--- src/pkg/vrx_defines.svh ---
// Register offsets, field positions and reset values of the voice receive buffer
`ifndef VRX_DEFINES_SVH
`define VRX_DEFINES_SVH

// ****************************************************************
// Register offsets
// ****************************************************************
`define VRX_A_DATA 16'h2760
`define VRX_A_MUTE 16'h2761
`define VRX_A_CTL 16'h2762
`define VRX_A_RP 16'h2763
`define VRX_A_WP 16'h2764
`define VRX_A_LEN 16'h2765
`define VRX_A_IST 16'h2766
`define VRX_A_IMSK 16'h2767
`define VRX_A_STS 16'h276A

// ****************************************************************
// Field positions
// ****************************************************************
`define VRX_CTL_FILL 0
`define VRX_CTL_CLR 1
`define VRX_CTL_MUTE 2
`define VRX_CTL_KICK 3
`define VRX_STS_POP 2
`define VRX_STS_PSH 3
`define VRX_STS_ZERO 4
`define VRX_EV_DONE 0
`define VRX_EV_OVF 1
`define VRX_EV_UNF 2
`define VRX_EV_FILL 3
`define VRX_EV_NUM 4

// ****************************************************************
// Reset values and sizes
// ****************************************************************
`define VRX_RST_BYTE 8'h00
`define VRX_RST_EV 4'h0
`define VRX_AW 7
`define VRX_DEPTH 128
`define VRX_FILL_LAST 7'h7F
`define VRX_PTR_INC 8'h01

`endif

--- src/pkg/vrx_pkg.sv ---
// Types shared by the voice receive buffer design
`default_nettype none
package vrx_pkg;

  typedef enum logic {VRX_DMA_IDLE, VRX_DMA_RUN} vrx_dma_state_type;
  typedef enum logic {VRX_FILL_IDLE, VRX_FILL_BUSY} vrx_fill_state_type;

endpackage : vrx_pkg
`default_nettype wire

--- src/core/vrx_fifo_dma.sv ---
// Voice receive buffer with DMA from the MAC receive FIFO and decoder drain
//
// The address-and-strobe port was chosen for this implementation.
`timescale 1ns/100ps
`default_nettype none
`include "vrx_defines.svh"

module vrx_fifo_dma (
  // Clock and reset
  input wire logic REF_CLK,
  input wire logic SYS_RST,
  // Register port
  input wire logic [15:0] BUS_ADDR,
  input wire logic [7:0] BUS_WDATA,
  input wire logic BUS_WR,
  input wire logic BUS_RD,
  output logic [7:0] BUS_RDATA,
  output logic IRQ,
  // MAC receive FIFO
  input wire logic [7:0] MRX_DATA,
  input wire logic MRX_VALID,
  output logic MRX_POP,
  // Voice decoder
  input wire logic DEC_REQ,
  output logic [7:0] DEC_DATA,
  output logic DEC_VALID
);

  function automatic logic hit(input logic [15:0] a, input logic [15:0] off);
    hit = (a == off);
  endfunction : hit

  // ****************************************************************
  // Declarations
  // ****************************************************************
  logic [7:0] buf_ff [0:`VRX_DEPTH-1];
  logic [7:0] rp_ff, wp_ff, mute_ff, len_ff, cnt_ff, hold_d_ff, rdata_ff;
  logic [7:0] dec_data_ff, mem_rd;
  logic mute_sel_ff, push_act_ff, pop_act_ff, hold_v_ff, mrx_pop_ff;
  logic dec_valid_ff, irq_ff, ovf_ff, unf_ff, dma_done, fill_done;
  logic [6:0] fill_idx_ff;
  logic [`VRX_EV_NUM-1:0] ev_sts_ff, ev_msk_ff, ev_set;
  vrx_pkg::vrx_dma_state_type dma_st_ff;
  vrx_pkg::vrx_fill_state_type fill_st_ff;
  logic wr_data, rd_data, wr_ctl, wr_rp, wr_wp, do_clr, do_fill, do_kick;
  logic full, empty, fill_busy, push_cpu, push_dma, push, pop_cpu, pop_dec;
  logic pop, ovf_evt, unf_evt, dec_serve, dma_issue;
  logic [7:0] push_byte;

  // ****************************************************************
  // Decode and buffer state
  // ****************************************************************
  assign wr_data = BUS_WR && hit(BUS_ADDR, `VRX_A_DATA);
  assign rd_data = BUS_RD && hit(BUS_ADDR, `VRX_A_DATA);
  assign wr_ctl = BUS_WR && hit(BUS_ADDR, `VRX_A_CTL);
  assign wr_rp = BUS_WR && hit(BUS_ADDR, `VRX_A_RP);
  assign wr_wp = BUS_WR && hit(BUS_ADDR, `VRX_A_WP);
  assign do_clr = wr_ctl && BUS_WDATA[`VRX_CTL_CLR];
  assign do_fill = wr_ctl && BUS_WDATA[`VRX_CTL_FILL];
  assign do_kick = wr_ctl && BUS_WDATA[`VRX_CTL_KICK];

  // Bit 7 of each pointer only tells laps apart
  assign full = (wp_ff[6:0] == rp_ff[6:0]) && (wp_ff[7] != rp_ff[7]);
  assign empty = (wp_ff == rp_ff);
  assign fill_busy = (fill_st_ff == vrx_pkg::VRX_FILL_BUSY);
  assign mem_rd = buf_ff[rp_ff[6:0]];

  // ****************************************************************
  // Push and pop arbitration
  // ****************************************************************
  // Software cannot wait, so its accesses win; DMA and decoder retry later
  assign push_cpu = wr_data && !fill_busy && !full;
  assign push_dma = hold_v_ff && !BUS_WR && !fill_busy && !full;
  assign push = push_cpu || push_dma;
  assign push_byte = push_cpu ? BUS_WDATA : hold_d_ff;
  assign pop_cpu = rd_data && !fill_busy && !empty;
  assign pop_dec = DEC_REQ && !mute_sel_ff && !BUS_RD && !BUS_WR
                   && !fill_busy && !empty;
  assign pop = pop_cpu || pop_dec;
  assign ovf_evt = wr_data && !fill_busy && full;
  assign unf_evt = (rd_data || (DEC_REQ && !mute_sel_ff)) && !fill_busy && empty;
  assign dec_serve = (DEC_REQ && mute_sel_ff) || pop_dec;

  // ****************************************************************
  // Buffer storage
  // ****************************************************************
  always_ff @(posedge REF_CLK)
  begin
    if (fill_busy)
      buf_ff[fill_idx_ff] <= mute_ff;
    else if (push)
      buf_ff[wp_ff[6:0]] <= push_byte;
  end

  // ****************************************************************
  // Pointers
  // ****************************************************************
  always_ff @(posedge REF_CLK)
  begin
    if (SYS_RST)
      rp_ff <= `VRX_RST_BYTE;
    else if (do_clr)
      rp_ff <= `VRX_RST_BYTE;
    else if (wr_rp)
      rp_ff <= BUS_WDATA;
    else if (pop)
      rp_ff <= rp_ff + `VRX_PTR_INC;
  end

  always_ff @(posedge REF_CLK)
  begin
    if (SYS_RST)
      wp_ff <= `VRX_RST_BYTE;
    else if (do_clr)
      wp_ff <= `VRX_RST_BYTE;
    else if (wr_wp)
      wp_ff <= BUS_WDATA;
    else if (push)
      wp_ff <= wp_ff + `VRX_PTR_INC;
  end

  // ****************************************************************
  // Overflow and underflow status
  // ****************************************************************
  always_ff @(posedge REF_CLK)
  begin
    if (SYS_RST || do_clr)
    begin
      ovf_ff <= 1'b0;
      unf_ff <= 1'b0;
    end
    else
    begin
      ovf_ff <= ovf_ff || ovf_evt;
      unf_ff <= unf_ff || unf_evt;
    end
  end

  // ****************************************************************
  // Control registers
  // ****************************************************************
  always_ff @(posedge REF_CLK)
  begin
    if (SYS_RST)
    begin
      mute_ff <= `VRX_RST_BYTE;
      mute_sel_ff <= 1'b0;
      len_ff <= `VRX_RST_BYTE;
      ev_msk_ff <= `VRX_RST_EV;
    end
    else if (BUS_WR)
    begin
      if (hit(BUS_ADDR, `VRX_A_MUTE))
        mute_ff <= BUS_WDATA;
      if (wr_ctl)
        mute_sel_ff <= BUS_WDATA[`VRX_CTL_MUTE];
      if (hit(BUS_ADDR, `VRX_A_LEN))
        len_ff <= BUS_WDATA;
      if (hit(BUS_ADDR, `VRX_A_IMSK))
        ev_msk_ff <= BUS_WDATA[`VRX_EV_NUM-1:0];
    end
  end

  // ****************************************************************
  // Mute fill sequencer
  // ****************************************************************
  assign fill_done = fill_busy && (fill_idx_ff == `VRX_FILL_LAST);

  always_ff @(posedge REF_CLK)
  begin
    if (SYS_RST)
    begin
      fill_st_ff <= vrx_pkg::VRX_FILL_IDLE;
      fill_idx_ff <= '0;
    end
    else
    begin
      case (fill_st_ff)
        vrx_pkg::VRX_FILL_IDLE:
        begin
          fill_idx_ff <= '0;
          if (do_fill)
            fill_st_ff <= vrx_pkg::VRX_FILL_BUSY;
        end
        vrx_pkg::VRX_FILL_BUSY:
        begin
          fill_idx_ff <= fill_idx_ff + 7'h01;
          if (fill_done)
            fill_st_ff <= vrx_pkg::VRX_FILL_IDLE;
        end
        default:
          fill_st_ff <= vrx_pkg::VRX_FILL_IDLE;
      endcase
    end
  end

  // ****************************************************************
  // Receive DMA
  // ****************************************************************
  // One pop every third cycle at most: the pop is registered, so the byte
  // is caught in the cycle the pop is seen and parked until a push slot
  assign dma_issue = (dma_st_ff == vrx_pkg::VRX_DMA_RUN) && (cnt_ff != 8'h00)
                     && MRX_VALID && !mrx_pop_ff && !hold_v_ff;
  assign dma_done = (dma_st_ff == vrx_pkg::VRX_DMA_RUN) && (cnt_ff == 8'h00)
                    && !mrx_pop_ff && !hold_v_ff;

  always_ff @(posedge REF_CLK)
  begin
    if (SYS_RST)
    begin
      dma_st_ff <= vrx_pkg::VRX_DMA_IDLE;
      cnt_ff <= `VRX_RST_BYTE;
    end
    else
    begin
      case (dma_st_ff)
        vrx_pkg::VRX_DMA_IDLE:
          if (do_kick)
          begin
            dma_st_ff <= vrx_pkg::VRX_DMA_RUN;
            cnt_ff <= len_ff;
          end
        vrx_pkg::VRX_DMA_RUN:
        begin
          if (dma_issue)
            cnt_ff <= cnt_ff - 8'h01;
          if (dma_done)
            dma_st_ff <= vrx_pkg::VRX_DMA_IDLE;
        end
        default:
          dma_st_ff <= vrx_pkg::VRX_DMA_IDLE;
      endcase
    end
  end

  always_ff @(posedge REF_CLK)
  begin
    if (SYS_RST)
    begin
      mrx_pop_ff <= 1'b0;
      hold_v_ff <= 1'b0;
      hold_d_ff <= `VRX_RST_BYTE;
    end
    else
    begin
      mrx_pop_ff <= dma_issue;
      if (mrx_pop_ff)
      begin
        hold_v_ff <= 1'b1;
        hold_d_ff <= MRX_DATA;
      end
      else if (push_dma)
        hold_v_ff <= 1'b0;
    end
  end

  // ****************************************************************
  // Activity flags, decoder output and read data
  // ****************************************************************
  always_ff @(posedge REF_CLK)
  begin
    if (SYS_RST)
    begin
      push_act_ff <= 1'b0;
      pop_act_ff <= 1'b0;
      dec_valid_ff <= 1'b0;
      dec_data_ff <= `VRX_RST_BYTE;
    end
    else
    begin
      push_act_ff <= push;
      pop_act_ff <= pop;
      dec_valid_ff <= dec_serve;
      if (dec_serve)
        dec_data_ff <= mute_sel_ff ? mute_ff : mem_rd;
    end
  end

  always_ff @(posedge REF_CLK)
  begin
    if (SYS_RST)
      rdata_ff <= `VRX_RST_BYTE;
    else if (BUS_RD)
    begin
      case (BUS_ADDR)
        // An empty buffer answers with the mute byte rather than stale data
        `VRX_A_DATA: rdata_ff <= empty ? mute_ff : mem_rd;
        `VRX_A_MUTE: rdata_ff <= mute_ff;
        `VRX_A_CTL: rdata_ff <= 8'(mute_sel_ff) << `VRX_CTL_MUTE;
        `VRX_A_RP: rdata_ff <= rp_ff;
        `VRX_A_WP: rdata_ff <= wp_ff;
        `VRX_A_LEN: rdata_ff <= len_ff;
        `VRX_A_IST: rdata_ff <= {4'h0, ev_sts_ff};
        `VRX_A_IMSK: rdata_ff <= {4'h0, ev_msk_ff};
        `VRX_A_STS: rdata_ff <= {3'h0, fill_busy, push_act_ff,
                                 pop_act_ff, 2'h0};
        default: rdata_ff <= `VRX_RST_BYTE;
      endcase
    end
    else
      rdata_ff <= `VRX_RST_BYTE;
  end

  // ****************************************************************
  // Interrupts
  // ****************************************************************
  assign ev_set[`VRX_EV_DONE] = dma_done;
  assign ev_set[`VRX_EV_OVF] = ovf_evt;
  assign ev_set[`VRX_EV_UNF] = unf_evt;
  assign ev_set[`VRX_EV_FILL] = fill_done;

  genvar gi;
  generate
    for (gi = 0; gi < `VRX_EV_NUM; gi++)
    begin : g_ev
      // A new event outranks a write-one-to-clear in the same cycle
      always_ff @(posedge REF_CLK)
      begin
        if (SYS_RST)
          ev_sts_ff[gi] <= 1'b0;
        else if (ev_set[gi])
          ev_sts_ff[gi] <= 1'b1;
        else if (BUS_WR && hit(BUS_ADDR, `VRX_A_IST) && BUS_WDATA[gi])
          ev_sts_ff[gi] <= 1'b0;
      end
    end
  endgenerate

  always_ff @(posedge REF_CLK)
  begin
    if (SYS_RST)
      irq_ff <= 1'b0;
    else
      irq_ff <= |(ev_sts_ff & ev_msk_ff);
  end

  assign BUS_RDATA = rdata_ff;
  assign IRQ = irq_ff;
  assign MRX_POP = mrx_pop_ff;
  assign DEC_DATA = dec_data_ff;
  assign DEC_VALID = dec_valid_ff;
endmodule : vrx_fifo_dma
`default_nettype wire

--- config.mk ---
export PLATFORM = sky130hd
export DESIGN_NAME = vrx_fifo_dma
export DESIGN_NICKNAME = d
export VERILOG_FILES = /design/src/pkg/vrx_pkg.sv /design/src/core/vrx_fifo_dma.sv
export VERILOG_INCLUDE_DIRS = /design/src /design/src/pkg
export SDC_FILE = /design/constraint.sdc
export NUM_CORES = 1
export LEC_CHECK = 0
export BUFFER_PORTS_ARGS = -buffer_cell sky130_fd_sc_hd__buf_2
export CORE_ASPECT_RATIO = 0.5
export CORE_MARGIN = 4
export CORE_UTILIZATION = 40
export CTS_CLUSTER_SIZE = 14
export DETAILED_ROUTE_END_ITERATION = 7
export MAX_ROUTING_LAYER = met4
export SLEW_MARGIN = 10
export SYNTH_ARGS = -nofsm -noshare
export SYNTH_HDL_FRONTEND = slang
export SYNTH_SLANG_ARGS = --single-unit
--- constraint.sdc ---
create_clock -name REF_CLK -period 8 [get_ports REF_CLK]
set_input_delay 0.4 -clock REF_CLK [delete_from_list [all_inputs] [get_ports REF_CLK]]
set_output_delay 0.4 -clock REF_CLK [all_outputs]
set_load 0.01 [all_outputs]
==> metrics.txt, run 1 <==
total grt overflow 0; Worst-Margin Slew 1.27 ns; share of cells above drive strength 1 16.1%; I/O Pins 57; hold_sp MRX_VALID; CP Launch Type flip-flop; Slew Limit Headroom 14.6%; CP max-delay cell nor3_1; first-pass GRT wire length 178000 um; area leader, netlist edfxtp_1; Post-DP HPWL 78000 um; Inst Count DP 4127; arrival time at the worst endpoint 4.65 ns; maximum vdd drop 0.186 mV; CTS buffer count 104; TritonCTS clock tree done; crit path buf inv count 2; Clk pwr share 44.8%; max-slew violations 0; Worst Skew 0.0259 ns; Post-CTS Setup Inserts 0; clock-pin transition on the worst setup and hold timing paths 0.07 ns; sequential area share after synthesis 71.3%; element type at the critical path end flip-flop; Synth Warn # 0; R2R cell count 10; leakage power figure 17.5 nW; TritonRoute pass-1 iters 5; setup TNS 0 ns; Final min period 4.37 ns; pwr dens 224 nW/um2; hold crit path type primary input to flip-flop; power share of the combinational group 0.3%; initial antenna violation count 6; crit-path max FO 49; post-synth net total 2733; Routed wire per std cell 28.4 um; Sw Ratio 19.1%; number of DRC markers in iteration 0 3315; Synth cell types 84; Crit path max-delay family simple AND/OR/NAND/NOR gates; Reg power frac 54.9%; post-CTS sizing 0; most used cell, CP buf_4; Core Area 113000 um2; flops & latches, synth 1119; setup ws final 3.63 ns; GP Congestion 0.896; Clock Latency Late Sink 0.68 ns; H-Tree Depth 3; die width 486 um; Layout area overhead 11.5%; die area 120000 um2; Setup-failing EPs final 0; Post-CTS Hold Buffers 8; # rows 87; Gate Count Post-Synth 2690; Critical Path RT 8.28 ns; Design Area, Final 51100 um2; Worst path max stage delay 0.97 ns; die height 247 um; post-synthesis async set-or-reset flop share 0%; RR Startpoint wp_ff[1]; storage element area 32700 um2; reg2reg setup slack 3.63 ns; RSZ-0062 raised after global routing no; Post-Syn Area 45800 um2; ANT nets after route 0; # nets final 2771; Avg Cell Area, Syn 17.0 um2; input/output buffers 56; # fillers 9645; CTS Sinks 1119; pin count of the biggest net entering global routing 124; Area contributors post-synth edfxtp_1, mux4_2, mux2i_1, dfxtp_1, mux4_1; Worst Hold Endpoint MRX_POP; vias in the first global route 24500; WHS Path Cells 3; vias per cell 5.92; Max-cap violations 0; outcome complete, no violations; EDFF count, synth 1024; P_int 9.26 mW; Non-Filler Instances 4330; FMAX 0.229 GHz; Post-Place Cell Area 47400 um2; DP Worst Slack 3.32 ns; final wirelength 123000 um; Initial Util 40.5%; Synth top area share 67.2%; crit path kind flip-flop to flip-flop; Hold Fails Final Rpt 0; Post-route DRC 0; number of buffers on the longest clock path 3; area of the multi-input gates 12000 um2; CTS root buf clkbuf_16; total power 11.4 mW; r2r endpoint buf_ff[120][0]; ys flop type edfxtp_1; switching power 2.18 mW; worst-path cell chain xnor2_1 > nand4_1 > nor3b_2 > nor3_4 > buf_4 > nor4_1 > a21oi_1 > o21bai_4 > buf_4 > nor3_1; total number of vias 25700; period utilisation layout 54.7%; gr usage total 20.8%
## worst reg2reg max path: stages (launching register included)
cell	delay (ns)
dfxtp_1	0.74
xnor2_1	0.19
nand4_1	0.18
nor3b_2	0.43
nor3_4	0.04
buf_4	0.35
nor4_1	0.33
a21oi_1	0.19
o21bai_4	0.27
buf_4	0.28
nor3_1	0.99
## per-stage QoR
stage          utilization (%)  hold slack (ns)
2_1_floorplan                -            0.442
3_3_place_gp              41.9            0.470
3_5_place_dp              41.9            0.475
4_1_cts                   45.1          0.00504
5_1_grt                   45.1           0.0650
6_report                  45.1           0.0383
## worst max path at each step
stage / from / to / slack, ns / cells after the start
after floorplan: BUS_ADDR[15] / buf_ff[0][5] / 1.57 / 11
after global placement: BUS_ADDR[11] / buf_ff[49][1] / 3.34 / 10
after detailed placement: BUS_ADDR[11] / buf_ff[51][1] / 3.32 / 10
after CTS: wp_ff[1] / buf_ff[104][5] / 3.64 / 10
after global routing: wp_ff[1] / buf_ff[124][5] / 3.41 / 10
final: wp_ff[1] / buf_ff[120][0] / 3.63 / 10
## per-layer routing
| metal | global-route usage [%] | share of wire [%] |
|---|---|---|
| met3 | 3.98 | 9.1 |
| met2 | 29.4 | 44 |
| met1 | 31.1 | 45 |
| met5 | - | 0 |
| met4 | 4.91 | 2.0 |
## area by class of cell
class                           instances  share of cell area, %
Sequential cell                      1119                   64.0
Multi-Input combinational cell       1369                   23.6
Clock buffer                          143                   5.70
Tap cell                             1513                   3.71
Timing Repair Buffer                  119                   1.73
Clock inverter                         50                   1.21
Inverter                               15                  0.110
Antenna cell                            2                0.00980
## power groups by stage
| stage | logic [mW] | registers [mW] | clock network, mW |
|---|---|---|---|
| 5_1_grt | 0.0425 | 6.28 | 5.47 |
| 4_1_cts | 0.0398 | 6.28 | 5.19 |
| 3_3_place_gp | 0.0365 | 6.41 | 0 |
| 2_1_floorplan | 0.0171 | 6.41 | 0 |
| 6_report | 0.0399 | 6.28 | 5.12 |
| 3_5_place_dp | 0.0365 | 6.41 | 0 |
## flip-flops by register name (all words and copies together) (netlist names), 7 cells and up, named ones only
signal and count:
BUS_RDATA 8, DEC_DATA 8, buf_ff 1024, cnt_ff 8
fill_idx_ff 7, hold_d_ff 8, len_ff 8, mute_ff 8
rp_ff 8, wp_ff 8
## layout by cell type, fill, tap and decap left out, drive strengths merged, types with 6 or more instances in the layout
master / netlist / final
nor3b: 17 / 17
mux2: 7 / 7
mux4: 154 / 154
nor4: 12 / 12
dfxtp: 95 / 95
a21oi: 85 / 85
nand2: 98 / 98
or3: 13 / 13
nand3: 23 / 23
a211oi: 34 / 34
nor2: 226 / 226
o21ai: 50 / 50
clkinv: 0 / 31
o221ai: 89 / 89
xnor2: 15 / 15
inv: 15 / 19
or2: 9 / 9
edfxtp: 1024 / 1024
nor3: 65 / 65
and2: 14 / 14
dlygate4sd3: 0 / 8
o22ai: 44 / 44
a31oi: 24 / 24
a221oi: 7 / 7
nand4: 19 / 19
bufinv: 0 / 13
clkbuf: 78 / 143
buf: 109 / 111
a22oi: 13 / 13
mux2i: 244 / 244
or4: 6 / 6
xor2: 7 / 7
and3: 8 / 8
## cells in the mapped netlist (all sizes together) (34+ instances only)
master  number
a211oi      34
o22ai       44
nor3        65
clkbuf      78
dfxtp       95
a21oi       85
mux4       154
buf        109
o221ai      89
mux2i      244
edfxtp    1024
nand2       98
nor2       226
o21ai       50
## cell families after synthesis
| group | synth area share [%] |
|---|---|
| AOI/OAI and AO/OA | 6.13 |
| xor gates and xnor gates | 0.421 |
| adders and majority gates | 0.137 |
| buffers and inverters | 2.85 |
| DFF | 71.3 |
| muxes | 13.4 |
| and+or+nand+nor | 5.72 |
(Power assumes the default switching activity.)
==> run 2: changes to the inputs <==
- ABC_AREA: not set -> 1
- clock period: 8 -> 4.51 ns (I/O delays scaled with it)
==> run 2 against run 1 <==
Global-route usage increased by 0.79 points. Register-to-register slack got worse by 3.0 ns. Highest routed layer unchanged. Critical endpoint is now buf_ff[32][1]. Sequential cell count unchanged. Largest power group unchanged. Sequential power increased by 77%. Largest cell class unchanged. Clock skew is 0.0035 ns lower. Fmax is 11% higher.
==> metrics.txt, run 2 <==
outcome complete, no violations; post-synthesis async set-or-reset flop share 0%; ys flop type edfxtp_1; Crit path max-delay family simple AND/OR/NAND/NOR gates; crit path kind flip-flop to flip-flop; Worst path max stage delay 0.70 ns; Clock Latency Late Sink 0.69 ns; EDFF count, synth 1024; hold crit path type primary input to flip-flop; synth cell count leaders nand2_1, edfxtp_1, nand3_1, nor2_1, clkbuf_1; Final min period 3.92 ns; pin count of the biggest net entering global routing 183; Synth Warn # 0; Routed wire per std cell 22.3 um; leakage power figure 18.3 nW; Setup-failing EPs final 0; Layout area overhead 11.8%; Slew Limit Headroom 25.0%; period utilisation layout 87.0%; Critical Path RT 4.83 ns; Avg Cell Area, Syn 10.9 um2; Core Area 115000 um2; sequential area share after synthesis 70.3%; reg2reg setup slack 0.59 ns; Antenna diodes 0; GP Congestion 0.938; number of buffers on the longest clock path 3; initial antenna violation count 1; Design Area, Final 51900 um2; share of cells above drive strength 1 6.66%; flops & latches, synth 1119; maximum vdd drop 0.309 mV; number of DRC markers in iteration 0 3877; M1 GR Usage 29.7%; post-synth net total 4319; H-Tree Depth 3; largest reg by FF count buf_ff; TritonRoute pass-1 iters 8; Worst Skew 0.0223 ns; input/output buffers 56; first-pass GRT wire length 195000 um; vias per cell 5.53; die width 490 um; # fillers 10500; setup ws final 0.587 ns; Hold Fails Final Rpt 0; CTS root buf clkbuf_16; total grt overflow 0; CTS Sinks 1119; Post-route DRC 0; M3 GR Usage 4.41%; most used cell, CP nand2_1; grt met2 use 32.3%; die area 122000 um2; commonest non-fill, non-tap cell in the layout nand2_1; Post-CTS Setup Inserts 0; FMAX 0.255 GHz; crit-path max FO 21; Max-cap violations 0; TritonCTS clock tree done; post-CTS sizing 0; pwr dens 379 nW/um2; Post-Place Cell Area 48500 um2; max-slew violations 0; CP Launch Type flip-flop; total power 19.7 mW; Post-DP HPWL 79800 um; Gate Count Post-Synth 4276; DP Worst Slack 0.649 ns; gr usage total 21.6%; RSZ-0062 raised after global routing no; ANT nets after route 0; I/O Pins 57; # rows 88; die height 249 um; # nets final 4303; max FFs per register 1024; Area contributors post-synth edfxtp_1, nand3_1, nand2_1, dfxtp_1, nor2_1; vias in the first global route 31100; gr busiest metal met2; Post-Syn Area 46500 um2; count leader, synth nand2_1; crit path buf inv count 0; total number of vias 32500; worst-path cell chain xor2_1 > nor2_1 > nand2_1 > nor3_2 > nand2_1 > nand2_2 > nand2_2 > nand2_1 > nand2_1 > nor2_1 > nand2_1 > nor2_1; CTS buffer count 102; area leader, netlist edfxtp_1; Initial Util 40.3%; element type at the critical path end flip-flop; CP max-delay cell nor2_1; clock-pin transition on the worst setup and hold timing paths 0.06 ns; Synth cell types 41; arrival time at the worst endpoint 4.24 ns; Worst-Margin Slew 1.13 ns; final wirelength 131000 um; most frequent cells in the layout nand2_1, edfxtp_1, nand3_1; Synth top area share 66.2%
-- run 2: cell types whose count changed after synthesis, sizes merged, moves of 66 or more --
cell | before | now
mux2i | 244 | 0
mux4 | 154 | 0
buf | 109 | 43
o221ai | 89 | 0
clkbuf | 78 | 210
nand2 | 98 | 1320
inv | 15 | 109
nand3 | 23 | 990
-- run 2: what timing repair did --
item,CTS,global route
hold buffers,20,0
endpoints found under the hold margin,42,0
endpoints found under the setup margin,0,0
-- run 2: report_power, final --
part / total, mW / internal (mW) / switching (mW)
logic: 0.0801 / 0.0296 / 0.0505
clock network: 8.47 / 4.76 / 3.70
registers: 11.1 / 11.1 / 0.000669
-- run 2: stage by stage --
step | instances | util, % | hold WS (ns) | TNS (ns)
5_1_grt | 5869 | 45.1 | 0.0735 | 0
4_1_cts | 5869 | 45.1 | 0.0363 | 0
3_3_place_gp | 5666 | 42.1 | 0.452 | 0
3_5_place_dp | 5666 | 42.1 | 0.456 | 0
2_1_floorplan | 4276 | - | 0.360 | -1152.68
6_report | 5869 | 45.1 | 0.0852 | 0
-- run 2: path summary, 6_finish.rpt --
check,from,endpoint,cells after the start
setup / recovery,wp_ff[2],buf_ff[32][1],12
hold / removal,SYS_RST,MRX_POP,3
setup reg to reg,wp_ff[2],buf_ff[32][1],12
hold reg to reg,DEC_DATA[7],DEC_DATA[7],2
-- run 2: metal layers --
layer / share of wire (%) / up-vias
li1: - / 14900
met1: 43 / 15800
met2: 45 / 1473
met3: 8.9 / 253
met4: 3.2 / 0
met5: 0 / -
-- run 2: logic make-up (layout without fill, tap and decap cells) --
logic type,after synthesis,in the layout,share of synthesized area (%)
compound gates,186,186,2.33
fa+ha+maj,5,5,0.135
buf+inv,364,427,3.02
simple gates,2580,2580,23.8
flops,1119,1119,70.3
xor+xnor,22,22,0.415
-- run 2: worst reg2reg max path: stages, from the launching register on --
cell and delay [ns]:
dfxtp_1 0.52, xor2_1 0.13, nor2_1 0.11, nand2_1 0.06, nor3_2 0.19, nand2_1 0.14
nand2_2 0.16, nand2_2 0.33, nand2_1 0.16, nand2_1 0.11, nor2_1 0.40, nand2_1 0.54
nor2_1 0.71
-- run 2: final cells by class --
type | instances | area [um2] | share of cell area [%]
Multi-Input combinational cell | 2793 | 12500 | 24.1
Clock buffer | 138 | 2830 | 5.45
Sequential cell | 1119 | 32700 | 62.9
Tap cell | 1530 | 1910 | 3.69
Inverter | 111 | 437 | 0.841
Timing Repair Buffer | 133 | 1210 | 2.33
Clock inverter | 45 | 375 | 0.723
